===== src/core/rsq_regs.svh =====
// register map, field positions and timing figures of the ring qualifier
`ifndef RSQ_REGS_SVH
`define RSQ_REGS_SVH

// =============================================================
// register indices, byte address is four times the index
`define RSQ_IDX_CTRL1      6'h16
`define RSQ_IDX_CTRL2      6'h17
`define RSQ_IDX_CTRL3      6'h18
`define RSQ_IDX_STATUS     6'h19
`define RSQ_IDX_MASK       6'h1A
`define RSQ_IDX_STATE      6'h1B
`define RSQ_IDX_LSB        2
`define RSQ_IDX_MSB        7

// =============================================================
// status bit positions
`define RSQ_ST_VALID       0
`define RSQ_ST_INVALID     1
`define RSQ_ST_END         2
`define RSQ_ST_WIDTH       3

// =============================================================
// timing figures in ms
`define RSQ_TICK_MS        2
`define RSQ_MS_PER_S       1000
`define RSQ_CONF_MS_0      100
`define RSQ_CONF_MS_1      150
`define RSQ_CONF_MS_2      200
`define RSQ_CONF_MS_3      256
`define RSQ_CONF_MS_4      384
`define RSQ_CONF_MS_5      512
`define RSQ_CONF_MS_6      640
`define RSQ_CONF_MS_7      1024
`define RSQ_DELAY_STEP_MS  256
`define RSQ_TMO_MS_0       80
`define RSQ_TMO_STEP_MS    128

`endif


===== src/core/rsq_pkg.sv =====
// types shared by the ring qualifier
package rsq_pkg;

  typedef enum logic [1:0] {
    RSQ_IDLE    = 2'b00,
    RSQ_CONFIRM = 2'b01,
    RSQ_DELAY   = 2'b10,
    RSQ_VALID   = 2'b11
  } rsq_ring_type;

  typedef struct packed {
    logic [7:0]  address;
    logic        read;
    logic        write;
    logic [31:0] writedata;
  } rsq_avs_req_type;

  typedef struct packed {
    logic [1:0] ring_delay_low;
    logic [5:0] max_freq_limit;
  } rsq_ctrl1_type;

  typedef struct packed {
    logic       ring_delay_msb;
    logic [3:0] ring_timeout_code;
    logic [2:0] confirm_time_code;
  } rsq_ctrl2_type;

  typedef struct packed {
    logic       qualify_enable;
    logic       spare;
    logic [5:0] assert_time;
  } rsq_ctrl3_type;

  typedef struct packed {
    logic          sync1;
    logic          sync2;
    logic          sync3;
    rsq_ctrl1_type ctrl1;
    rsq_ctrl2_type ctrl2;
    rsq_ctrl3_type ctrl3;
    logic [2:0]    status;
    logic [2:0]    mask;
    rsq_ring_type  ring;
    logic          seen_prev;
    logic [5:0]    qual_timer;
    logic [9:0]    phase_count;
    logic [9:0]    timeout_count;
    logic          waitrequest;
    logic [31:0]   readdata;
    logic          ring_valid;
    logic          ring_active;
    logic          irq;
  } rsq_state_type;

endpackage


===== src/core/rsq_top.sv =====
// ring signal qualifier with avalon-mm register slave
`timescale 1ns/1ps
`default_nettype none
`include "rsq_regs.svh"
module rsq_top #(
  parameter int unsigned CLK_HZ      = 20000000,
  parameter int unsigned TICK_CYCLES =
    CLK_HZ / `RSQ_MS_PER_S * `RSQ_TICK_MS
) (
  // clock and reset
  input  wire logic                     CLK,
  input  wire logic                     RST_N,
  // avalon-mm slave
  input  wire rsq_pkg::rsq_avs_req_type AVS_REQ,
  output var  logic [31:0]              AVS_READDATA,
  output var  logic                     AVS_WAITREQUEST,
  // ring detector
  input  wire logic                     LINE_EVENT,
  // ring indication
  output var  logic                     RING_VALID,
  output var  logic                     RING_ACTIVE,
  output var  logic                     IRQ
);
  import rsq_pkg::*;

  // =============================================================
  // code to tick count lookups

  function automatic logic [9:0] ms_to_ticks(input int unsigned ms);
    ms_to_ticks = 10'(ms / `RSQ_TICK_MS);
  endfunction

  function automatic logic [9:0] confirm_ticks(input logic [2:0] code);
    case (code)
      3'h0:    confirm_ticks = ms_to_ticks(`RSQ_CONF_MS_0);
      3'h1:    confirm_ticks = ms_to_ticks(`RSQ_CONF_MS_1);
      3'h2:    confirm_ticks = ms_to_ticks(`RSQ_CONF_MS_2);
      3'h3:    confirm_ticks = ms_to_ticks(`RSQ_CONF_MS_3);
      3'h4:    confirm_ticks = ms_to_ticks(`RSQ_CONF_MS_4);
      3'h5:    confirm_ticks = ms_to_ticks(`RSQ_CONF_MS_5);
      3'h6:    confirm_ticks = ms_to_ticks(`RSQ_CONF_MS_6);
      default: confirm_ticks = ms_to_ticks(`RSQ_CONF_MS_7);
    endcase
  endfunction

  // linear steps between the printed endpoints
  function automatic logic [9:0] delay_ticks(input logic [2:0] code);
    delay_ticks = 10'({7'h00, code} * ms_to_ticks(`RSQ_DELAY_STEP_MS));
  endfunction

  function automatic logic [9:0] timeout_ticks(input logic [3:0] code);
    if (code == 4'h0) begin
      timeout_ticks = ms_to_ticks(`RSQ_TMO_MS_0);
    end else begin
      timeout_ticks = 10'({6'h00, code} * ms_to_ticks(`RSQ_TMO_STEP_MS));
    end
  endfunction

  // =============================================================
  // time base

  logic tick;

  // fixed crystal-derived step keeps the frequency bound well inside 10%
  rsq_tick #(
    .PERIOD (TICK_CYCLES)
  ) u_tick (
    .CLK   (CLK),
    .RST_N (RST_N),
    .TICK  (tick)
  );

  // =============================================================
  // state

  rsq_state_type st;
  rsq_state_type next_st;

  logic       line_evt;
  logic [5:0] idx;
  logic       bus_do_write;
  logic [2:0] delay_code;
  logic [2:0] ev_set;
  logic [2:0] ev_clr;
  logic       too_fast;
  logic       timed_out;
  logic       phase_done;

  always_comb begin
    line_evt     = st.sync2 & ~st.sync3;
    idx          = AVS_REQ.address[`RSQ_IDX_MSB:`RSQ_IDX_LSB];
    bus_do_write = AVS_REQ.write & ~st.waitrequest;
    delay_code   = {st.ctrl2.ring_delay_msb, st.ctrl1.ring_delay_low};
    // a timer still above the limit means the crossings came too close
    too_fast     = st.seen_prev
                   && (st.qual_timer > st.ctrl1.max_freq_limit);
    timed_out    = tick && (st.timeout_count <= 10'h001);
    phase_done   = tick && (st.phase_count <= 10'h001);
  end

  // =============================================================
  // next state

  always_comb begin
    next_st = st;
    ev_set  = 3'h0;
    ev_clr  = 3'h0;

    // pin synchroniser, sync1 feeds sync2 only
    next_st.sync1 = LINE_EVENT;
    next_st.sync2 = st.sync1;
    next_st.sync3 = st.sync2;

    // ---- qualification timer, 2 ms steps, stops at zero
    if (tick && (st.qual_timer != 6'h00)) begin
      next_st.qual_timer = st.qual_timer - 6'h01;
    end

    // ---- ring-end timeout and phase counters
    if (tick && (st.timeout_count != 10'h000)) begin
      next_st.timeout_count = st.timeout_count - 10'h001;
    end
    if (tick && (st.phase_count != 10'h000)) begin
      next_st.phase_count = st.phase_count - 10'h001;
    end

    // each crossing restarts the end-of-ring timeout
    if (line_evt) begin
      next_st.timeout_count =
        timeout_ticks(st.ctrl2.ring_timeout_code);
    end

    // ---- ring sequence
    case (st.ring)
      RSQ_IDLE: begin
        if (line_evt) begin
          next_st.seen_prev  = 1'b1;
          next_st.qual_timer = st.ctrl3.assert_time;
          if (st.ctrl3.qualify_enable) begin
            next_st.ring        = RSQ_CONFIRM;
            next_st.phase_count =
              confirm_ticks(st.ctrl2.confirm_time_code);
          end else begin
            // bypass: every crossing is a ring at once
            next_st.ring = RSQ_VALID;
            ev_set[`RSQ_ST_VALID] = 1'b1;
          end
        end
      end

      RSQ_CONFIRM: begin
        if (line_evt && too_fast) begin
          next_st.ring      = RSQ_IDLE;
          next_st.seen_prev = 1'b0;
          ev_set[`RSQ_ST_INVALID] = 1'b1;
        end else if (timed_out && !line_evt) begin
          next_st.ring      = RSQ_IDLE;
          next_st.seen_prev = 1'b0;
        end else if (phase_done) begin
          if (delay_code == 3'h0) begin
            next_st.ring = RSQ_VALID;
            ev_set[`RSQ_ST_VALID] = 1'b1;
          end else begin
            next_st.ring        = RSQ_DELAY;
            next_st.phase_count = delay_ticks(delay_code);
          end
        end
        if (line_evt) begin
          next_st.qual_timer = st.ctrl3.assert_time;
        end
      end

      RSQ_DELAY: begin
        if (line_evt && too_fast) begin
          next_st.ring      = RSQ_IDLE;
          next_st.seen_prev = 1'b0;
          ev_set[`RSQ_ST_INVALID] = 1'b1;
        end else if (timed_out && !line_evt) begin
          next_st.ring      = RSQ_IDLE;
          next_st.seen_prev = 1'b0;
        end else if (phase_done) begin
          next_st.ring = RSQ_VALID;
          ev_set[`RSQ_ST_VALID] = 1'b1;
        end
        if (line_evt) begin
          next_st.qual_timer = st.ctrl3.assert_time;
        end
      end

      RSQ_VALID: begin
        if (timed_out && !line_evt) begin
          next_st.ring      = RSQ_IDLE;
          next_st.seen_prev = 1'b0;
          ev_set[`RSQ_ST_END] = 1'b1;
        end
        if (line_evt) begin
          next_st.qual_timer = st.ctrl3.assert_time;
        end
      end

      default: begin
        next_st.ring      = RSQ_IDLE;
        next_st.seen_prev = 1'b0;
      end
    endcase

    // disabling mid-ring drops back to the bypass path
    if (!st.ctrl3.qualify_enable
        && ((st.ring == RSQ_CONFIRM) || (st.ring == RSQ_DELAY))) begin
      next_st.ring = RSQ_IDLE;
      next_st.seen_prev = 1'b0;
    end

    // ---- register writes, taken on the edge that ends the answer cycle, one edge after the wait
    if (bus_do_write) begin
      case (idx)
        `RSQ_IDX_CTRL1: begin
          next_st.ctrl1 = AVS_REQ.writedata[7:0];
        end
        `RSQ_IDX_CTRL2: begin
          next_st.ctrl2 = AVS_REQ.writedata[7:0];
        end
        `RSQ_IDX_CTRL3: begin
          next_st.ctrl3 = AVS_REQ.writedata[7:0];
        end
        `RSQ_IDX_STATUS: begin
          ev_clr = AVS_REQ.writedata[`RSQ_ST_WIDTH-1:0];
        end
        `RSQ_IDX_MASK: begin
          next_st.mask = AVS_REQ.writedata[`RSQ_ST_WIDTH-1:0];
        end
        default: begin
        end
      endcase
    end

    // set wins over a clear in the same cycle
    next_st.status = (st.status & ~ev_clr) | ev_set;

    // ---- bus handshake: one wait cycle, then answer
    next_st.waitrequest = 1'b1;
    if ((AVS_REQ.read || AVS_REQ.write) && st.waitrequest) begin
      next_st.waitrequest = 1'b0;
    end
    if (AVS_REQ.read && st.waitrequest) begin
      case (idx)
        `RSQ_IDX_CTRL1: begin
          next_st.readdata = {24'h000000, st.ctrl1};
        end
        `RSQ_IDX_CTRL2: begin
          next_st.readdata = {24'h000000, st.ctrl2};
        end
        `RSQ_IDX_CTRL3: begin
          next_st.readdata = {24'h000000, st.ctrl3};
        end
        `RSQ_IDX_STATUS: begin
          next_st.readdata = {29'h00000000, st.status};
        end
        `RSQ_IDX_MASK: begin
          next_st.readdata = {29'h00000000, st.mask};
        end
        `RSQ_IDX_STATE: begin
          next_st.readdata = {24'h000000, st.ring, st.qual_timer};
        end
        default: begin
          next_st.readdata = 32'h00000000;
        end
      endcase
    end

    // ---- registered outputs
    next_st.ring_valid  = (next_st.ring == RSQ_VALID);
    next_st.ring_active = (next_st.ring != RSQ_IDLE);
    next_st.irq         = |(next_st.status & next_st.mask);
  end

  // =============================================================
  // state register

  always_ff @(posedge CLK or negedge RST_N) begin
    if (!RST_N) begin
      st             <= '0;
      st.waitrequest <= 1'b1;
      st.ring        <= RSQ_IDLE;
    end else begin
      st <= next_st;
    end
  end

  // =============================================================
  // outputs

  assign AVS_READDATA    = st.readdata;
  assign AVS_WAITREQUEST = st.waitrequest;
  assign RING_VALID      = st.ring_valid;
  assign RING_ACTIVE     = st.ring_active;
  assign IRQ             = st.irq;
endmodule
`default_nettype wire


===== src/core/rsq_tick.sv =====
// free-running tick generator for the qualifier time base
`timescale 1ns/1ps
`default_nettype none
module rsq_tick #(
  parameter int unsigned PERIOD = 40000
) (
  // clock and reset
  input  wire logic CLK,
  input  wire logic RST_N,
  // one-cycle pulse every PERIOD cycles
  output var  logic TICK
);
  localparam int unsigned W = $clog2(PERIOD + 1);

  typedef struct packed {
    logic [W-1:0] count;
    logic         tick;
  } rsq_tick_state_type;

  rsq_tick_state_type st;
  rsq_tick_state_type next_st;

  always_comb begin
    next_st = st;
    next_st.tick = 1'b0;
    if (st.count == W'(PERIOD - 1)) begin
      next_st.count = '0;
      next_st.tick = 1'b1;
    end else begin
      next_st.count = st.count + W'(1);
    end
  end

  always_ff @(posedge CLK or negedge RST_N) begin
    if (!RST_N) begin
      st <= '0;
    end else begin
      st <= next_st;
    end
  end

  assign TICK = st.tick;
endmodule
`default_nettype wire


===== config.mk =====
export PLATFORM = sky130hd
export DESIGN_NAME = rsq_top
export DESIGN_NICKNAME = d
export VERILOG_FILES = /design/src/core/rsq_pkg.sv /design/src/core/rsq_top.sv /design/src/core/rsq_tick.sv
export VERILOG_INCLUDE_DIRS = /design/src /design/src/core
export SDC_FILE = /design/constraint.sdc
export NUM_CORES = 1
export LEC_CHECK = 0
export BUFFER_PORTS_ARGS = -buffer_cell sky130_fd_sc_hd__buf_2
export CORE_ASPECT_RATIO = 1.75
export CORE_MARGIN = 1.5
export CORE_UTILIZATION = 43
export DETAILED_ROUTE_END_ITERATION = 7
export HOLD_SLACK_MARGIN = 0.1
export SLEW_MARGIN = 30
export SYNTH_ARGS = -nofsm -noshare
export SYNTH_HDL_FRONTEND = slang
export SYNTH_SLANG_ARGS = --single-unit

===== constraint.sdc =====
create_clock -name CLK -period 6 [get_ports CLK]
set_clock_uncertainty 0.2 [all_clocks]
set_input_delay 0.6 -clock CLK [delete_from_list [all_inputs] [get_ports CLK]]
set_output_delay 0.6 -clock CLK [all_outputs]
set_load 0.01 [all_outputs]

==> flow_summary.toml <==
[status]
status = "finished, final reports clean"

[grt]
grt_antenna_before_repair = 0
first_global_vias = 3922
grt_start_max_net_pins = 83
grt_first_pass_wirelength_mm = 19.8
global_route.usage.total_pct = 20.3
overflow = 0

[critical_path]
worst_ep_required_time_ns = 6.02
slowest_delay_ns = 0.56
cp_cell_sequence = "or4_4, nor4_4, nand4_1, mux2i_4, o21ai_0"
worst-endpoint-arrival_ns = 2.54
timing.critical_path.fanout_max = 7
timing.critical_path.to_type = "flop"
critical_path.startpoint_type = "flop"
critPathSlowestCell = "sky130_fd_sc_hd__or4_4"
worst-setup-path-type = "flop to flop"

[drt]
drtIter0Drc = 233
antenna_violating_nets_post_route = 0
vias_per_inst = 5.57
drt_first_pass_iters = 4
routed_wirelength_mm = 12.3
drt-wirelength-per-cell_um = 17.8
detailroute.via_count = 3856
route.detailed.drc = 0

[power_and_ir_drop]
peak_ir_drop_on_the_vdd_network_mv = 0.161
p_switching_mw = 0.676
power.static_leakage_nw = 2.54
p_int_mw = 1.20
power.density_cell_area_mw_per_mm2 = 333
clock_network_fraction_of_design_power_pct = 30.1
register_share_of_total_power_pct = 42.6
totalPowerFinal_mw = 1.88
power.share.switching_pct = 36.0
power.combinational.fraction_pct = 27.3

[logic_synthesis]
yosysWarnings = 0
synth_top_cell_area_share_pct = 43.2
synthTopCellsByArea = "sky130_fd_sc_hd__dfrtp_1, sky130_fd_sc_hd__mux2_2, sky130_fd_sc_hd__buf_4"
synth.distinct_cells = 69
largest_area_contributor_in_the_netlist = "sky130_fd_sc_hd__dfrtp_1"
synth.avg_cell_area_um2 = 9.81
syn-cell-area_mm2 = 0.00521
synthArstFlopShare_pct = 100
synthFlopType = "sky130_fd_sc_hd__dfrtp_1"
synth.ff_latch_count = 91
synth_enable_flop_cells = 0
netlist_instances = 531
synth-seq-area-share_pct = 43.8

[finish]
num-nets-final = 614
area.growth.synth_to_final_pct = 8.39
insertedDiodeCount = 0
final_layout_size_suffix_gt1_share_pct = 17.1

[die]
dieWidth_um = 86.2
design.die.area_mm2 = 0.0128
die_h_um = 149
ios = 81
initial_core_util_pct = 43.6
std_cell_rows = 53
core-area_mm2 = 0.0119

[hold_path]
min_path_type = "input pin to flop"

[sta]
max_slew_margin_pct = 50.2
worst-slew-pin-transition_ns = 0.747
hold_viol = 0
fin_crit_ns = 2.52
final_min_period_over_clock_period_pct = 42.0
final.setup.tns_ns = 0
final-setup-viol-count = 0
maximum_clock_frequency_ghz = 0.396
final_max_slew_viol_count = 0
rsz_0062_raised_after_global_routing = "no"

[clock_network]
cts_buffers = 9
cts.hold.buffers_added = 1
numClockSinks = 91
path_clk_slew_ns = 0.07
clk_root_buffer_cell = "sky130_fd_sc_hd__clkbuf_16"
cts_htree_levels = 3
clock_latency_ns = 0.36
post-cts-setup-buffers = 0
cts.repair.resized = 0
clock_tree.buffer_depth = 2
tritoncts_clock_tree = "built"

[placement]
port_buffers = 30
hpwl_mm = 9.04
gp_routability_congestion = 0.810

[job]
cap_violations = 0
## state kept, by name, indices dropped and copies added, names as in the netlist
name / flops
AVS_READDATA: 8
IRQ: 1
st: 57
next_st: 2
delay_code: 3
u_tick.st: 16
RING_VALID: 1
u_tick.TICK: 1
RING_ACTIVE: 1
AVS_WAITREQUEST: 1
## power by group through the flow
stage	logic [mW]	clock network [mW]	registers, mW
2_1_floorplan	0.401	0	0.775
3_5_place_dp	0.510	0	0.812
3_3_place_gp	0.494	0	0.807
4_1_cts	0.515	0.578	0.800
6_report	0.514	0.566	0.801
5_1_grt	0.581	0.599	0.810
## synthesized netlist by cell type (2+ instances only)
cell type and number:
sky130_fd_sc_hd__a211oi_1 6, sky130_fd_sc_hd__a21o_1 2, sky130_fd_sc_hd__a21oi_1 10, sky130_fd_sc_hd__a221oi_1 3, sky130_fd_sc_hd__a222oi_1 5, sky130_fd_sc_hd__a31o_2 2, sky130_fd_sc_hd__a31oi_1 3, sky130_fd_sc_hd__and2_1 3
sky130_fd_sc_hd__and3_1 5, sky130_fd_sc_hd__and4_1 2, sky130_fd_sc_hd__buf_4 32, sky130_fd_sc_hd__clkbuf_1 15, sky130_fd_sc_hd__dfrtp_1 90, sky130_fd_sc_hd__ha_1 19, sky130_fd_sc_hd__inv_1 18, sky130_fd_sc_hd__mux2_2 31
sky130_fd_sc_hd__mux2i_1 7, sky130_fd_sc_hd__nand2_1 58, sky130_fd_sc_hd__nand2b_1 2, sky130_fd_sc_hd__nand3_1 14, sky130_fd_sc_hd__nand3b_1 2, sky130_fd_sc_hd__nand4_1 6, sky130_fd_sc_hd__nor2_1 47, sky130_fd_sc_hd__nor2b_1 7
sky130_fd_sc_hd__nor3_1 11, sky130_fd_sc_hd__nor4_1 7, sky130_fd_sc_hd__o211ai_1 4, sky130_fd_sc_hd__o21ai_0 38, sky130_fd_sc_hd__o21bai_1 2, sky130_fd_sc_hd__o221ai_1 2, sky130_fd_sc_hd__o22ai_1 4, sky130_fd_sc_hd__o2bb2ai_1 2
sky130_fd_sc_hd__or2_1 2, sky130_fd_sc_hd__or2_2 3, sky130_fd_sc_hd__or3_1 3, sky130_fd_sc_hd__xnor2_1 17, sky130_fd_sc_hd__xor2_1 15
## metal layers
metal,wire length (um),up-vias,part of all wire (%),global-route usage [%]
met2,6970,57,57,38.2
li1,-,1863,-,-
met4,215,0,1.7,8.06
met1,4810,1923,39,21.9
met5,0,-,0,0
met3,309,13,2.5,3.61
## cells by family after synthesis
group / synth area share, %
AND/OR/NAND/NOR: 18.0
AO/OA/AOI/OAI: 12.6
flip-flops: 43.8
buffers and inverters: 7.06
multiplexers: 8.48
XOR/XNOR: 5.38
adder cells (fa/ha/maj): 4.57
other: 0.0720
## metrics by stage
stage               hold slack (ns)  std cells  cell area [um2]  utilization [%]  setup WS (ns)
global placement              0.136        675             5330             44.7           3.26
detailed placement            0.144        675             5340             44.7           3.24
finish                        0.150        692             5640             47.3           3.48
floorplan                     0.104        554             5290                -           3.68
CTS                           0.140        692             5640             47.3           3.28
global route                  0.144        692             5640             47.3           3.39
## critical path, delay by kind of cell (launching register included)
family | cells | cell delay, ns
mux | 1 | 0.32
compound gates | 1 | 0.15
simple gates | 3 | 1.26
flops | 1 | 0.45
## cell usage in the layout (no fill, tap or decap), types with 4 or more instances in the layout
cell type / instances
sky130_fd_sc_hd__a21oi_1: 10
sky130_fd_sc_hd__nor2_1: 46
sky130_fd_sc_hd__inv_1: 18
sky130_fd_sc_hd__xor2_1: 15
sky130_fd_sc_hd__xnor2_1: 17
sky130_fd_sc_hd__nor4_1: 7
sky130_fd_sc_hd__clkbuf_16: 9
sky130_fd_sc_hd__and3_1: 5
sky130_fd_sc_hd__mux2_2: 31
sky130_fd_sc_hd__o211ai_1: 4
sky130_fd_sc_hd__dfrtp_1: 90
sky130_fd_sc_hd__nor2b_1: 7
sky130_fd_sc_hd__nor3_1: 11
sky130_fd_sc_hd__buf_2: 29
sky130_fd_sc_hd__mux2i_1: 7
sky130_fd_sc_hd__nand3_1: 14
sky130_fd_sc_hd__nand4_1: 6
sky130_fd_sc_hd__conb_1: 24
sky130_fd_sc_hd__a211oi_1: 6
sky130_fd_sc_hd__a222oi_1: 5
sky130_fd_sc_hd__o21ai_0: 38
sky130_fd_sc_hd__nand2_1: 58
sky130_fd_sc_hd__o22ai_1: 4
sky130_fd_sc_hd__ha_1: 19
## path summary, 6_finish.rpt
check                                 start               to  slack, ns  cells past startpoint
worst max register to register       st[50]           st[48]       3.48                      5
worst max-delay path                 st[50]           st[48]       3.48                      5
min in group asynchronous             RST_N  AVS_READDATA[7]       0.40                      2
worst min register to register  next_st[96]      next_st[95]       0.16                      0
worst min-delay path             LINE_EVENT      next_st[96]       0.15                      1
max in group asynchronous             RST_N           st[39]       4.25                      3
## final cells by class
type,instances,area [um2]
fillers,1149,6290
clock buffers,9,225
multi-input cells,397,2650
well taps,137,171
flip-flops and latches,91,2280
repair buffers,33,181
clock inverters,7,70.1
inverters,18,67.6
(Power assumes the default switching activity.)
